--- src/bfm_pkg.sv ---
// package for the brake feedback monitor: register map, fields, resets, timing
// assumes a 250 MHz sys_clk and a single ahb-lite slave port
package bfm_pkg;
    // ----------------------------------------
    // clock and timing
    // ----------------------------------------
    localparam int unsigned CLK_MHZ         = 250;
    localparam int unsigned MIN_REACT_US    = 3000;
    localparam int unsigned MIN_REACT_CYC   = MIN_REACT_US * CLK_MHZ;
    localparam int unsigned OFF_TEST_US     = 500;
    localparam int unsigned OFF_TEST_CYC    = OFF_TEST_US * CLK_MHZ;
    localparam int unsigned ON_TEST_US      = 100;
    localparam int unsigned ON_TEST_CYC     = ON_TEST_US * CLK_MHZ;
    localparam int unsigned TEST_PERIOD_US  = 100000;
    localparam int unsigned TEST_PERIOD_CYC = TEST_PERIOD_US * CLK_MHZ;
    localparam int unsigned PULSE_HALF_US   = 1000;
    localparam int unsigned PULSE_HALF_CYC  = PULSE_HALF_US * CLK_MHZ;
    localparam int unsigned PULSE_LOW_US    = 1;
    localparam int unsigned PULSE_LOW_CYC   = PULSE_LOW_US * CLK_MHZ;

    // ----------------------------------------
    // register offsets
    // ----------------------------------------
    localparam logic [7:0] CTRL_OFS     = 8'h00;
    localparam logic [7:0] VENT_OFS     = 8'h04;
    localparam logic [7:0] APPL_FAST_OFS = 8'h08;
    localparam logic [7:0] APPL_SLOW_OFS = 8'h0c;
    localparam logic [7:0] STATUS_OFS   = 8'h10;

    // ----------------------------------------
    // control fields and resets
    // ----------------------------------------
    localparam int unsigned CTRL_PULSE_EN  = 0;
    localparam int unsigned CTRL_POL_ONE   = 1;
    localparam int unsigned CTRL_POL_TWO   = 2;
    localparam int unsigned CTRL_AUX_FEED  = 3;
    localparam int unsigned CTRL_FLT_CLR   = 4;
    localparam int unsigned CTRL_INT_FLT   = 5;
    localparam logic [5:0]  CTRL_RST       = 6'h01;
    localparam logic [31:0] VENT_RST       = 32'h0098_9680;
    localparam logic [31:0] APPL_RST       = 32'h0098_9680;

    // ----------------------------------------
    // status fields
    // ----------------------------------------
    localparam int unsigned ST_IO_FLT   = 0;
    localparam int unsigned ST_INT_FLT  = 1;
    localparam int unsigned ST_WIRE_ERR = 2;
    localparam int unsigned ST_FAST_ERR = 3;
    localparam int unsigned ST_FB_ERR   = 4;

    typedef enum logic [2:0]
    {
        BFM_RUN    = 3'b001,
        BFM_IO_FLT = 3'b010,
        BFM_FLT    = 3'b100
    } bfm_state_t;
endpackage

--- src/bfm_chan_if.sv ---
// interface carrying one feedback channel's inputs and results
// assumes the top module drives config and collects the flags
interface bfm_chan_if;
    logic        pwr_on;
    logic        slow_off;
    logic        fb_raw;
    logic        pol;
    logic        run;
    logic [31:0] vent_cyc;
    logic [31:0] appl_fast_cyc;
    logic [31:0] appl_slow_cyc;
    logic        status;
    logic        fb_err;
    logic        fast_err;
    modport mon (input pwr_on, slow_off, fb_raw, pol, run, vent_cyc, appl_fast_cyc, appl_slow_cyc,
                 output status, fb_err, fast_err);
    modport top (output pwr_on, slow_off, fb_raw, pol, run, vent_cyc, appl_fast_cyc, appl_slow_cyc,
                 input status, fb_err, fast_err);
endinterface

--- src/bfm_chan.sv ---
// one feedback channel: window timer, evaluation, load status
// assumes inputs synchronous to sys_clk
module bfm_chan
    import bfm_pkg::*;
(
    input  wire logic sys_clk,
    input  wire logic rst,
    input  wire logic ce,
    bfm_chan_if.mon   ch
);
    logic        pwr_ff;
    logic        open_ff;
    logic [31:0] win_ff;
    logic        fb_prev_ff;
    logic [31:0] stable_ff;
    logic        fb;
    logic        edge_sw;

    assign fb      = ch.fb_raw ^ ch.pol;
    assign edge_sw = ch.pwr_on != pwr_ff;

    always_ff @(posedge sys_clk)
    begin
        if (rst)
            pwr_ff <= 1'b0;
        else if (ce)
            pwr_ff <= ch.pwr_on;
    end

    // window restarts on every switching edge
    always_ff @(posedge sys_clk)
    begin
        if (rst)
        begin
            win_ff  <= 32'h0000_0000;
            open_ff <= 1'b0;
        end
        else if (ce)
        begin
            if (edge_sw)
            begin
                open_ff <= 1'b1;
                win_ff  <= ch.pwr_on ? ch.vent_cyc : (ch.slow_off ? ch.appl_slow_cyc : ch.appl_fast_cyc);
            end
            else if (win_ff != 32'h0000_0000)
                win_ff <= win_ff - 32'h0000_0001;
            else
                open_ff <= 1'b0;
        end
    end

    // reaction time measured between feedback changes
    always_ff @(posedge sys_clk)
    begin
        if (rst)
        begin
            fb_prev_ff <= 1'b0;
            stable_ff  <= 32'hffff_ffff;
        end
        else if (ce)
        begin
            fb_prev_ff <= fb;
            // first change after a switching edge is the real reaction
            if (edge_sw)
                stable_ff <= 32'hffff_ffff;
            else if (fb != fb_prev_ff)
                stable_ff <= 32'h0000_0000;
            else if (stable_ff != 32'hffff_ffff)
                stable_ff <= stable_ff + 32'h0000_0001;
        end
    end

    always_ff @(posedge sys_clk)
    begin
        if (rst)
            ch.fast_err <= 1'b0;
        else if (ce)
            ch.fast_err <= fb != fb_prev_ff && !edge_sw && open_ff
                           && stable_ff < MIN_REACT_CYC;
    end

    // judge only once the window is over; bounce inside it is left to fast_err
    always_ff @(posedge sys_clk)
    begin
        if (rst)
        begin
            ch.status <= 1'b0;
            ch.fb_err <= 1'b0;
        end
        else if (ce)
        begin
            ch.status <= !ch.run ? 1'b0 : (!open_ff && !edge_sw) ? pwr_ff : ch.status;
            ch.fb_err <= ch.run && !open_ff && !edge_sw && fb != pwr_ff;
        end
    end
endmodule // bfm_chan

--- src/bfm_top.sv ---
// top of the brake feedback monitor: bus slave, fault state, pulses, output tests
// assumes one sys_clk at 250 MHz, synchronous active-high rst, ahb-lite master
//
// Behaviour
// - feedback faster than 3 ms gives io fault
// - feedback polarity selectable per loop
// - feedback judged only after window expires
// - separate slow/fast application times, one ventilation
// - evaluation continues until output shuts down
// - status changes only after window elapses
// - status one means ventilated, per circuit
// - fault signal high only without faults
// - pulse out a feeds loop one only
// - pulse outputs on in run, io fault
// - no pulsing while any fault present
// - pulsing configurable, enabled by default
// - one enable for both pulse outputs
// - pulsing with aux supply flags wiring error
// - periodic off test, never disableable
// - periodic short positive on test
// - regular output short test
// - any fault drops outputs and status
// - output on only when both inputs high
module bfm_top
    import bfm_pkg::*;
(
    input  wire logic        sys_clk,
    input  wire logic        rst,
    input  wire logic        ce,
    input  wire logic        hsel,
    input  wire logic [31:0] haddr,
    input  wire logic [1:0]  htrans,
    input  wire logic        hwrite,
    input  wire logic [2:0]  hsize,
    input  wire logic [31:0] hwdata,
    input  wire logic        hready,
    output logic      [31:0] hrdata,
    output logic             hreadyout,
    output logic             hresp,
    input  wire logic [1:0]  fast_off_pair_one,
    input  wire logic [1:0]  fast_off_pair_two,
    input  wire logic        slow_off_one,
    input  wire logic        slow_off_two,
    input  wire logic        feedback_loop_one,
    input  wire logic        feedback_loop_two,
    input  wire logic        aux_supply_in_use,
    input  wire logic        pos_pole_one_sense,
    input  wire logic        pos_pole_two_sense,
    output logic      [1:0]  power_output_one,
    output logic      [1:0]  power_output_two,
    output logic             test_pulse_out_a,
    output logic             test_pulse_out_b,
    output logic             fault_signal_out,
    output logic             load_status_one,
    output logic             load_status_two
);
    // ----------------------------------------
    // registers
    // ----------------------------------------
    logic [5:0]  ctrl_ff;
    logic [31:0] vent_ff;
    logic [31:0] appl_fast_ff;
    logic [31:0] appl_slow_ff;
    logic        wr_ff;
    logic [7:0]  addr_ff;
    logic        wire_err_ff;
    logic        short_err_ff;
    bfm_state_t  state_ff;
    bfm_state_t  nxt_state;
    logic        on_one_ff;
    logic        on_two_ff;
    logic        slow_one_ff;
    logic        slow_two_ff;
    logic [31:0] period_ff;
    logic [31:0] test_ff;
    logic        test_on_ff;
    logic [31:0] pulse_ff;
    logic        pulse_low_ff;
    logic        io_flt;
    logic        run;
    logic        clr;
    logic [4:0]  status_w;

    bfm_chan_if ch_one ();
    bfm_chan_if ch_two ();

    // ----------------------------------------
    // ahb-lite slave, zero wait, always okay
    // ----------------------------------------
    assign hreadyout = 1'b1;
    assign hresp     = 1'b0;

    always_ff @(posedge sys_clk)
    begin
        if (rst)
        begin
            wr_ff   <= 1'b0;
            addr_ff <= 8'h00;
        end
        else if (ce && hready)
        begin
            wr_ff   <= hsel && htrans[1] && hwrite;
            addr_ff <= haddr[7:0];
        end
    end

    always_ff @(posedge sys_clk)
    begin
        if (rst)
        begin
            ctrl_ff      <= CTRL_RST;
            vent_ff      <= VENT_RST;
            appl_fast_ff <= APPL_RST;
            appl_slow_ff <= APPL_RST;
        end
        else if (ce && wr_ff)
        begin
            unique case (addr_ff)
                CTRL_OFS:      ctrl_ff      <= hwdata[5:0];
                VENT_OFS:      vent_ff      <= hwdata;
                APPL_FAST_OFS: appl_fast_ff <= hwdata;
                APPL_SLOW_OFS: appl_slow_ff <= hwdata;
                default:       ctrl_ff      <= ctrl_ff;
            endcase
        end
    end

    assign clr = ce && wr_ff && addr_ff == CTRL_OFS && hwdata[CTRL_FLT_CLR];

    // read data registered from the address phase; unmapped reads zero
    always_ff @(posedge sys_clk)
    begin
        if (rst)
            hrdata <= 32'h0000_0000;
        else if (ce && hready && hsel && htrans[1] && !hwrite)
        begin
            unique case (haddr[7:0])
                CTRL_OFS:      hrdata <= {26'h000_0000, ctrl_ff};
                VENT_OFS:      hrdata <= vent_ff;
                APPL_FAST_OFS: hrdata <= appl_fast_ff;
                APPL_SLOW_OFS: hrdata <= appl_slow_ff;
                STATUS_OFS:    hrdata <= {27'h000_0000, status_w};
                default:       hrdata <= 32'h0000_0000;
            endcase
        end
    end

    // ----------------------------------------
    // power switching and channels
    // ----------------------------------------
    assign run = state_ff == BFM_RUN;

    always_ff @(posedge sys_clk)
    begin
        if (rst)
        begin
            on_one_ff   <= 1'b0;
            on_two_ff   <= 1'b0;
            slow_one_ff <= 1'b0;
            slow_two_ff <= 1'b0;
        end
        else if (ce)
        begin
            on_one_ff   <= run && &fast_off_pair_one && slow_off_one;
            on_two_ff   <= run && &fast_off_pair_two && slow_off_two;
            slow_one_ff <= &fast_off_pair_one && !slow_off_one;
            slow_two_ff <= &fast_off_pair_two && !slow_off_two;
        end
    end

    assign ch_one.pwr_on        = on_one_ff;
    assign ch_one.slow_off      = slow_one_ff;
    assign ch_one.fb_raw        = feedback_loop_one;
    assign ch_one.pol           = ctrl_ff[CTRL_POL_ONE];
    assign ch_one.run           = run;
    assign ch_one.vent_cyc      = vent_ff;
    assign ch_one.appl_fast_cyc = appl_fast_ff;
    assign ch_one.appl_slow_cyc = appl_slow_ff;
    assign ch_two.pwr_on        = on_two_ff;
    assign ch_two.slow_off      = slow_two_ff;
    assign ch_two.fb_raw        = feedback_loop_two;
    assign ch_two.pol           = ctrl_ff[CTRL_POL_TWO];
    assign ch_two.run           = run;
    assign ch_two.vent_cyc      = vent_ff;
    assign ch_two.appl_fast_cyc = appl_fast_ff;
    assign ch_two.appl_slow_cyc = appl_slow_ff;

    // evaluation, windows and status per loop
    bfm_chan u_ch_one
    (
        .sys_clk (sys_clk),
        .rst     (rst),
        .ce      (ce),
        .ch      (ch_one)
    );

    bfm_chan u_ch_two
    (
        .sys_clk (sys_clk),
        .rst     (rst),
        .ce      (ce),
        .ch      (ch_two)
    );

    // ----------------------------------------
    // output tests
    // ----------------------------------------
    // off test always on: no control bit reaches it
    always_ff @(posedge sys_clk)
    begin
        if (rst)
        begin
            period_ff  <= 32'h0000_0000;
            test_ff    <= 32'h0000_0000;
            test_on_ff <= 1'b0;
        end
        else if (ce)
        begin
            if (period_ff == TEST_PERIOD_CYC - 1)
            begin
                period_ff  <= 32'h0000_0000;
                test_ff    <= 32'h0000_0000;
                test_on_ff <= 1'b1;
            end
            else
            begin
                period_ff <= period_ff + 32'h0000_0001;
                if (test_on_ff)
                begin
                    test_ff    <= test_ff + 32'h0000_0001;
                    test_on_ff <= test_ff < OFF_TEST_CYC - 1;
                end
            end
        end
    end

    // on test shorter than off test so the load never moves;
    // during a test, a positive pole seen high while its own drive is low is a short
    always_ff @(posedge sys_clk)
    begin
        if (rst)
            short_err_ff <= 1'b0;
        else if (ce)
        begin
            if (test_on_ff && ((!power_output_one[1] && pos_pole_one_sense)
                || (!power_output_two[1] && pos_pole_two_sense)))
                short_err_ff <= 1'b1;
            else if (clr)
                short_err_ff <= 1'b0;
        end
    end

    always_ff @(posedge sys_clk)
    begin
        if (rst)
        begin
            power_output_one <= 2'b00;
            power_output_two <= 2'b00;
        end
        else if (ce)
        begin
            power_output_one <= on_one_ff ? {2{!test_on_ff}}
                              : {test_on_ff && test_ff < ON_TEST_CYC && run, 1'b0};
            power_output_two <= on_two_ff ? {2{!test_on_ff}}
                              : {test_on_ff && test_ff < ON_TEST_CYC && run, 1'b0};
        end
    end

    // ----------------------------------------
    // fault state
    // ----------------------------------------
    always_ff @(posedge sys_clk)
    begin
        if (rst)
            wire_err_ff <= 1'b0;
        else if (ce)
        begin
            if (ctrl_ff[CTRL_PULSE_EN] && aux_supply_in_use)
                wire_err_ff <= 1'b1;
            else if (clr)
                wire_err_ff <= 1'b0;
        end
    end

    assign io_flt = ch_one.fast_err || ch_two.fast_err
                 || ch_one.fb_err || ch_two.fb_err
                 || wire_err_ff || short_err_ff;

    always_comb
    begin
        nxt_state = state_ff;
        unique case (state_ff)
            BFM_RUN:    if (ctrl_ff[CTRL_INT_FLT]) nxt_state = BFM_FLT;
                        else if (io_flt) nxt_state = BFM_IO_FLT;
            BFM_IO_FLT: if (ctrl_ff[CTRL_INT_FLT]) nxt_state = BFM_FLT;
                        else if (clr && !wire_err_ff && !short_err_ff) nxt_state = BFM_RUN;
            BFM_FLT:    if (clr && !ctrl_ff[CTRL_INT_FLT]) nxt_state = BFM_RUN;
            default:    nxt_state = BFM_FLT;
        endcase
    end

    always_ff @(posedge sys_clk)
    begin
        if (rst)
            state_ff <= BFM_RUN;
        else if (ce)
            state_ff <= nxt_state;
    end

    assign status_w = {ch_one.fb_err | ch_two.fb_err, ch_one.fast_err | ch_two.fast_err,
                       wire_err_ff | short_err_ff, state_ff == BFM_FLT, state_ff == BFM_IO_FLT};

    // ----------------------------------------
    // test pulses and signal outputs
    // ----------------------------------------
    // one shared enable and one generator, so both loops pulse together
    always_ff @(posedge sys_clk)
    begin
        if (rst)
        begin
            pulse_ff     <= 32'h0000_0000;
            pulse_low_ff <= 1'b0;
        end
        else if (ce)
        begin
            if (pulse_ff == PULSE_HALF_CYC - 1)
                pulse_ff <= 32'h0000_0000;
            else
                pulse_ff <= pulse_ff + 32'h0000_0001;
            pulse_low_ff <= run && ctrl_ff[CTRL_PULSE_EN] && pulse_ff < PULSE_LOW_CYC;
        end
    end

    always_ff @(posedge sys_clk)
    begin
        if (rst)
        begin
            test_pulse_out_a <= 1'b0;
            test_pulse_out_b <= 1'b0;
            fault_signal_out <= 1'b0;
            load_status_one  <= 1'b0;
            load_status_two  <= 1'b0;
        end
        else if (ce)
        begin
            test_pulse_out_a <= state_ff != BFM_FLT && !pulse_low_ff;
            test_pulse_out_b <= state_ff != BFM_FLT && !pulse_low_ff;
            fault_signal_out <= run && !io_flt;
            load_status_one  <= ch_one.status;
            load_status_two  <= ch_two.status;
        end
    end
endmodule // bfm_top

--- config.mk ---
export PLATFORM = sky130hd
export DESIGN_NAME = bfm_top
export DESIGN_NICKNAME = d
export VERILOG_FILES = /design/src/bfm_pkg.sv /design/src/bfm_chan_if.sv /design/src/bfm_chan.sv /design/src/bfm_top.sv
export SDC_FILE = /design/constraint.sdc
export NUM_CORES = 1
export LEC_CHECK = 0
export BUFFER_PORTS_ARGS = -buffer_cell sky130_fd_sc_hd__buf_2
export CAP_MARGIN = 20
export CORE_MARGIN = 2
export CORE_UTILIZATION = 40
export CTS_CLUSTER_DIAMETER = 120
export DETAILED_ROUTE_END_ITERATION = 8
export PLACE_DENSITY = 0.58
export SLEW_MARGIN = 20
export SYNTH_ARGS = -nofsm -noshare
export SYNTH_HDL_FRONTEND = slang
export SYNTH_SLANG_ARGS = --single-unit
--- constraint.sdc ---
create_clock -name sys_clk -period 2.2 [get_ports sys_clk]
set_input_delay 0.11 -clock sys_clk [delete_from_list [all_inputs] [get_ports sys_clk]]
set_output_delay 0.11 -clock sys_clk [all_outputs]
set_load 0.05 [all_outputs]
After elaboration in Yosys (flattened, before gate mapping):

Index checks and enable logic that the tools add are counted.

* bitwise logic cells: 5
* $add $sub $neg: 7
* $lt $le $gt $ge: 5
* reduce and logical (&&, ||, !) cells: 92
* muxes and demuxes: 40
* eq/ne operators: 28

Operator list (number)
* 32-bit two-way mux: 18
* 32-bit by 1-bit adder with 32-bit output (second input constant): 5
* 32-bit one-hot mux with 5 select lines: 1
* 32-bit by 20-bit < comparator with 1-bit output (second input constant): 2
* 32-bit != test (second input constant): 2
* 32-bit nonzero test: 2
* 32-bit by 1-bit subtractor with 32-bit output (second input constant): 2
* 1-bit logical AND: 42
* 2-bit AND reduction: 17
* 32-bit by 18-bit == test with 1-bit output (second input constant): 1
* 32-bit by 25-bit == test with 1-bit output (second input constant): 1
* 8-bit by 4-bit == test with 1-bit output (second input constant): 4
* 32-bit by 15-bit < comparator with 1-bit output (second input constant): 1
* 32-bit by 17-bit < comparator with 1-bit output (second input constant): 1
* 32-bit by 8-bit < comparator with 1-bit output (second input constant): 1
* 8-bit by 3-bit == test with 1-bit output (second input constant): 2
* 8-bit logical NOT: 2
* 1-bit logical NOT: 15
* 3-bit two-way mux: 5
* 1-bit two-way mux: 13
* 2-bit by 1-bit != test with 1-bit output (second input constant): 5
* 2-bit nonzero test: 5
* 3-bit one-hot mux with 3 select lines: 1
* 8-bit by 5-bit == test with 1-bit output (second input constant): 1
* 12 further kinds: 28

* input bits: 86
* logic and storage cells: 218
* register bits after elaboration: 398
* output and inout bits: 43

Longest topological paths before layout:

* depth in word-level cells: 8
* depth in mapped cells: 10
* gate-level depth less buffers: 8

Hierarchy:

Synthesis repeated with hierarchy kept, for this count alone.

* cells, all modules: 2727
* area total of the unflattened synthesis: 21772.1 um2

Modules (own cells, without submodules)
* bfm_top: instances 1, area an instance 11287.1 um2, sequential area each 5165.0 um2, cells an instance 1377
* bfm_chan: instances 2, area an instance 5242.5 um2, sequential area each 1401.3 um2, cells an instance 675

Worst setup path before layout:

OpenSTA, ideal clock, no wires.

* kind: register -> register
* start: register u_ch_two.stable_ff[0]
* end: register u_ch_two.stable_ff[21]
* setup time: 0.122 ns
* path buffers: 3
* period minus slack after synthesis: 2.340 ns
* path slack: -0.140 ns
* stages on the path, launching flop included: 10
* data required time: 2.078 ns
* arrival: 2.218 ns
* cells stage by stage: dfxtp_1 -> ha_1 -> and3_1 -> and3_1 -> clkbuf_1 -> nand4b_1 -> o21a_1 -> clkbuf_1 -> clkbuf_1 -> a221o_1

* longest elaborated chain between the ends: 4
* elaborated cells on any way between the ends: 7
* those cells by class: add/sub: 1; eq/ne: 1; mux: 3; reduce/logical: 2

RTL lines
* from (decl): line bfm_chan.sv:15 `logic [31:0] stable_ff;`
* from (signal assigned): line bfm_chan.sv:69 `stable_ff <= stable_ff + 32'h0000_0001;`
* 32-bit by 1-bit adder with 32-bit output: line bfm_chan.sv:69
* 32-bit two-way mux: line bfm_chan.sv:68 `else if (stable_ff != 32'hffff_ffff)`
* 32-bit two-way mux: line bfm_chan.sv:66 `else if (fb != fb_prev_ff)`
* 32-bit two-way mux: line bfm_chan.sv:64 `if (edge_sw)`

Several ways; a longest one is shown, not always the timed one. The select of a mux whose other input is x is not followed.
A chain may end at the register's enable or synchronous reset.

Final worst setup path:

* start: register u_ch_one.win_ff[23]
* end: register u_ch_one.win_ff[7]

* longest elaborated chain between the ends: 3

RTL lines
* from (decl): line bfm_chan.sv:13 `logic [31:0] win_ff;`
* from (signal assigned): line bfm_chan.sv:43 `win_ff <= ch.pwr_on ? ch.vent_cyc : (ch.slow_off ? ch.appl_slow_cyc : ch.appl_fast_cyc);`
* from (signal assigned): line bfm_chan.sv:46 `win_ff <= win_ff - 32'h0000_0001;`
* 32-bit nonzero test: line bfm_chan.sv:45 `else if (win_ff != 32'h0000_0000)`
* 2-bit nonzero test (no line)
* 2-bit AND reduction (no line)

No other way between the ends.

==> out/summary.log <==
[power_and_ir_drop] switching fraction of total power 35.7%
[logic_synthesis] synthesized area 0.0211 sq mm
[placed_design] PortBufs 98
[power_and_ir_drop] power density over the cells 1070 mW/mm^2
[power_and_ir_drop] maximum resistive drop on vdd 0.000776 V
[final_layout] area overhead of the layout relative to synthesis 27.6%
[detailed_routing] length of the first detailed-routing pass in iterations 6
[detailed_routing] detailed-route wire length 71400 um
[clock_tree] CTS clock-pin slew for the worst setup and hold paths 0.06 ns
[logic_synthesis] Async SR Flop Fraction 0%
[timing] setup violation total in the final timing report 31
[timing] Final Hold Vio Count 0
[critical_path] data arrival time of the worst path 2.80 ns
[floorplanning] starting density of the core 40.3%
[critical_path] setup slack of the worst register-to-register path -0.14 ns
[floorplanning] area of the placeable core 0.0523 sq mm
[clock_tree] clock tree from TritonCTS done
[outcome] failing checks negative setup slack
[critical_path] nature of the critical path startpoint flip-flop
[floorplanning] Top Ports 129
[timing] clock tree skew after final layout 0.0292 ns
[timing] Hold Slack 0.0285 ns
[grt] Total Routing Usage GR 25.3%
[logic_synthesis] sequential-to-total area share from yosys stat 37.8%
[timing] final cycle utilization of the critical path 106%
[floorplanning] floorplan die height 234 um
[placed_design] RePlAce Congestion 0.957
[detailed_routing] number of vias per cell 5.85
[logic_synthesis] count of flip-flops with a built-in enable after synthesis 0
[final_layout] final instance count without filler cells 3733
[min_path] Min-Delay Path Depth 5
[logic_synthesis] Most used DFF post-synth sky130_fd_sc_hd__dfxtp_1
[detailed_routing] routed wire length per instance 19.1 um
[timing] Max Transition Viols Final 0
[grt] number of antenna violations at the first check in global routing 0
[detailed_routing] total number of vias 21800
[grt] total gr overflow 0
[timing] setup repair after global routing missed its margin true
[critical_path] worst reg2reg path depth 7
[outcome] status finished with violations
[timing] final period demand of the worst path 2.34 ns
[critical_path] Critical Path End Type flip-flop
[logic_synthesis] gate count after technology mapping 2715
[critical_path] capturing point of the worst reg2reg path u_ch_one.win_ff[7]
[timing] fin worst setup slack -0.141 ns
[detailed_routing] drt first-iter violations 1787
[flow_run] max_cap viols 0
[logic_synthesis] Synth cell types 84
[critical_path] data required time of the worst path 2.66 ns
[placed_design] total half-perimeter wirelength after legalization and detailed placement 48100 um
[critical_path] worst flop-to-flop path startpoint u_ch_one.win_ff[23]
[detailed_routing] ANT nets after route 0
[power_and_ir_drop] design internal power 18600 uW
[placed_design] Placed Cells 3551
[critical_path] type of the setup path with the least slack flip-flop to flip-flop
[timing] maximum clock frequency 427 MHz
[final_layout] layout cell share with drive strength beyond 1 21.1%
[power_and_ir_drop] power share of the clock group 29.4%
[min_path] Worst Hold Class primary input to flip-flop
[power_and_ir_drop] switching power of the nets 10300 uW
[final_layout] number of fillers in the final layout 5008
[logic_synthesis] Post-Syn Area per Cell 7.76 sq um
[clock_tree] Clock Path Buffers 3
[timing] headroom to the max-slew limit 49.1%
[clock_tree] TritonCTS sink count 398
[logic_synthesis] number of synthesized register bits 398
[grt] maximum number of pins on one net before global-route repair 137
[clock_tree] later-pin clock latency in the skew report 0.60 ns
[critical_path] critical path peak fanout 14
[floorplanning] width of the chip 234 um
[clock_tree] number of buffers inserted during clock tree synthesis 47
[clock_tree] CTS Root Cell sky130_fd_sc_hd__clkbuf_16
[grt] global-route wire length before repair 112000 um
[final_layout] antenna diode instance count 0
[final_layout] # nets final 3100
[clock_tree] depth of the CTS H-tree 2
[power_and_ir_drop] sequential share of power 29.9%
[floorplanning] area of the die 0.0545 sq mm
[logic_synthesis] Syn. warnings 0
[logic_synthesis] post-synthesis net count 2808
[floorplanning] row count 84
[power_and_ir_drop] Static Leakage 0.00987 uW
[power_and_ir_drop] Comb power frac 40.7%
[detailed_routing] detailed-route DRC error count 0
[timing] Worst Tran Pin Value 0.758 ns
[min_path] hold path start feedback_loop_two
[grt] via count of the first global-routing pass 20800
[min_path] Worst Hold Endpoint u_ch_two.fb_prev_ff
-- cell type report --
class	count	area [sq um]	area share, %
clock buffer	66	1390	5.16
clock inverter	21	285	1.06
inverter	42	158	0.586
multi-input combinational	2083	12700	47.2
sequential	398	7990	29.7
tap	688	861	3.20
timing repair buffer	435	3520	13.1
-- layout by cell type (no fill, tap or decap), drive strengths merged, types with 42 or more instances in the layout --
master,netlist,final
nand2,415,415
mux2,51,51
nand4,62,62
a31oi,49,49
nand3,102,102
dfxtp,398,398
xor2,42,42
nor4,54,54
buf,36,367
clkbuf,156,70
a21oi,238,238
dlygate4sd3,0,64
mux2i,54,54
nor3,102,102
xnor2,53,53
nor2,261,261
o21ai,177,177
-- stage by stage --
step	setup slack [ns]	TNS, ns	utilization [%]	instance area [sq um]	power, uW
global placement	-0.129	-1.46	45.6	23800	18500
detailed placement	-0.157	-2.54	45.6	23800	18700
global route	-0.206	-4.90	51.4	26900	30300
floorplan	-0.0801	-1.20	-	21200	14700
CTS	-0.105	-1.86	50.2	26300	27900
finish	-0.141	-2.67	51.4	26900	28800
-- cells by family (layout without fill, tap and decap cells) --
family	Yosys count	in the layout	share of synthesized area, %
compound gates	715	715	21.6
mux	105	105	5.29
xor+xnor	96	96	4.06
buf+inv	234	564	4.36
fa+ha+maj	7	7	0.416
simple gates	1158	1158	26.4
flops	398	398	37.8
other cells	2	2	0.0356
-- synthesized netlist by cell type, types with 7 or more instances --
cell type                   instances  share of area (%)
sky130_fd_sc_hd__and2_1            17               0.50
sky130_fd_sc_hd__nand4_1           61                1.8
sky130_fd_sc_hd__or2_2             11               0.33
sky130_fd_sc_hd__nor3_1           100                2.4
sky130_fd_sc_hd__ha_1               7               0.42
sky130_fd_sc_hd__and3_1            23               0.68
sky130_fd_sc_hd__a22oi_1           28                1.0
sky130_fd_sc_hd__nand2b_1          11               0.33
sky130_fd_sc_hd__nor4_1            48                1.4
sky130_fd_sc_hd__o211ai_1          24               0.86
sky130_fd_sc_hd__or4_1             14               0.50
sky130_fd_sc_hd__nor2b_1           15               0.45
sky130_fd_sc_hd__a2111oi_2         12               0.86
sky130_fd_sc_hd__o221ai_1           9               0.37
sky130_fd_sc_hd__nor2_1           257                4.6
sky130_fd_sc_hd__a211oi_1          34                1.2
sky130_fd_sc_hd__a221o_1           23                1.1
sky130_fd_sc_hd__o22ai_1           16               0.48
sky130_fd_sc_hd__buf_2             18               0.43
sky130_fd_sc_hd__a32oi_1            9               0.37
sky130_fd_sc_hd__nand3_1          102                2.4
sky130_fd_sc_hd__o21ai_0          174                4.1
sky130_fd_sc_hd__buf_1             14               0.25
sky130_fd_sc_hd__or3_1             16               0.48
sky130_fd_sc_hd__nand4b_1           8               0.33
sky130_fd_sc_hd__a221oi_1          13               0.54
sky130_fd_sc_hd__a41oi_1            7               0.29
sky130_fd_sc_hd__xnor2_1           53                2.2
sky130_fd_sc_hd__xor2_1            42                1.7
sky130_fd_sc_hd__o31ai_1           23               0.82
sky130_fd_sc_hd__mux2i_1           54                2.6
sky130_fd_sc_hd__dfxtp_1          398                 38
sky130_fd_sc_hd__mux2_2            51                2.7
sky130_fd_sc_hd__inv_1             40               0.71
sky130_fd_sc_hd__o41ai_1           10               0.42
sky130_fd_sc_hd__nand2_1          414                7.4
sky130_fd_sc_hd__nor4b_1            8               0.33
sky130_fd_sc_hd__and4_1            15               0.62
sky130_fd_sc_hd__a31oi_1           49                1.5
sky130_fd_sc_hd__a21oi_1          238                5.7
sky130_fd_sc_hd__clkbuf_1         156                2.8
-- flip-flops by register name (all words and copies together), names as in the netlist, 2 cells and up --
| signal | cells |
|---|---|
| addr_ff | 8 |
| appl_fast_ff | 32 |
| appl_slow_ff | 32 |
| ch_one.vent_cyc | 32 |
| ctrl_ff | 6 |
| hrdata | 32 |
| period_ff | 32 |
| power_output_one | 2 |
| power_output_two | 2 |
| pulse_ff | 32 |
| state_ff | 3 |
| test_ff | 32 |
| u_ch_one.stable_ff | 32 |
| u_ch_one.win_ff | 32 |
| u_ch_two.stable_ff | 32 |
| u_ch_two.win_ff | 32 |
-- critical path, stage by stage, from the launching register on --
cell,delay [ns]
sky130_fd_sc_hd__dfxtp_2,0.32
sky130_fd_sc_hd__or3_4,0.38
sky130_fd_sc_hd__or3_4,0.38
sky130_fd_sc_hd__or4_4,0.47
sky130_fd_sc_hd__o21ai_4,0.24
sky130_fd_sc_hd__buf_12,0.17
sky130_fd_sc_hd__a21oi_2,0.04
sky130_fd_sc_hd__o221a_2,0.24
-- power groups by stage --
| stage | registers [uW] | logic [uW] | clock network, uW |
|---|---|---|---|
| global placement | 8660 | 9880 | 0 |
| floorplan | 8690 | 6010 | 0 |
| CTS | 8540 | 10700 | 8580 |
| global route | 8710 | 12700 | 8890 |
| finish | 8630 | 11700 | 8470 |
| detailed placement | 8680 | 10000 | 0 |
-- metal layers --
| metal | track usage [%] | part of all wire, % | vias to the layer above |
|---|---|---|---|
| met5 | 0 | 0 | - |
| met4 | 7.42 | 2.4 | 0 |
| met3 | 3.55 | 5.7 | 137 |
| met2 | 41.8 | 47 | 681 |
| met1 | 34.2 | 45 | 10500 |
| li1 | - | - | 10500 |
-- worst max path at each step --
stage	start	depth (start not counted)	endpoint	slack, ns
global placement	u_ch_one.win_ff[23]	7	u_ch_one.win_ff[16]	-0.13
floorplan	u_ch_one.win_ff[23]	7	u_ch_one.win_ff[29]	-0.08
finish	u_ch_one.win_ff[23]	7	u_ch_one.win_ff[7]	-0.14
CTS	u_ch_one.win_ff[23]	7	u_ch_one.win_ff[7]	-0.10
detailed placement	u_ch_one.win_ff[23]	7	u_ch_one.win_ff[16]	-0.16
global route	u_ch_one.win_ff[1]	6	u_ch_one.win_ff[27]	-0.21
-- what timing repair did --
item / 4_1_cts / 5_1_grt
cloned: 1 / 4
buffers inserted: 8 / 21
hold buffers: 64 / 0
pin swaps: 2 / 37
hold endpoints to repair: 135 / 0
endpoints found under the setup margin: 32 / 134
gates resized for setup: 20 / 83
(Power assumes the default switching activity.)
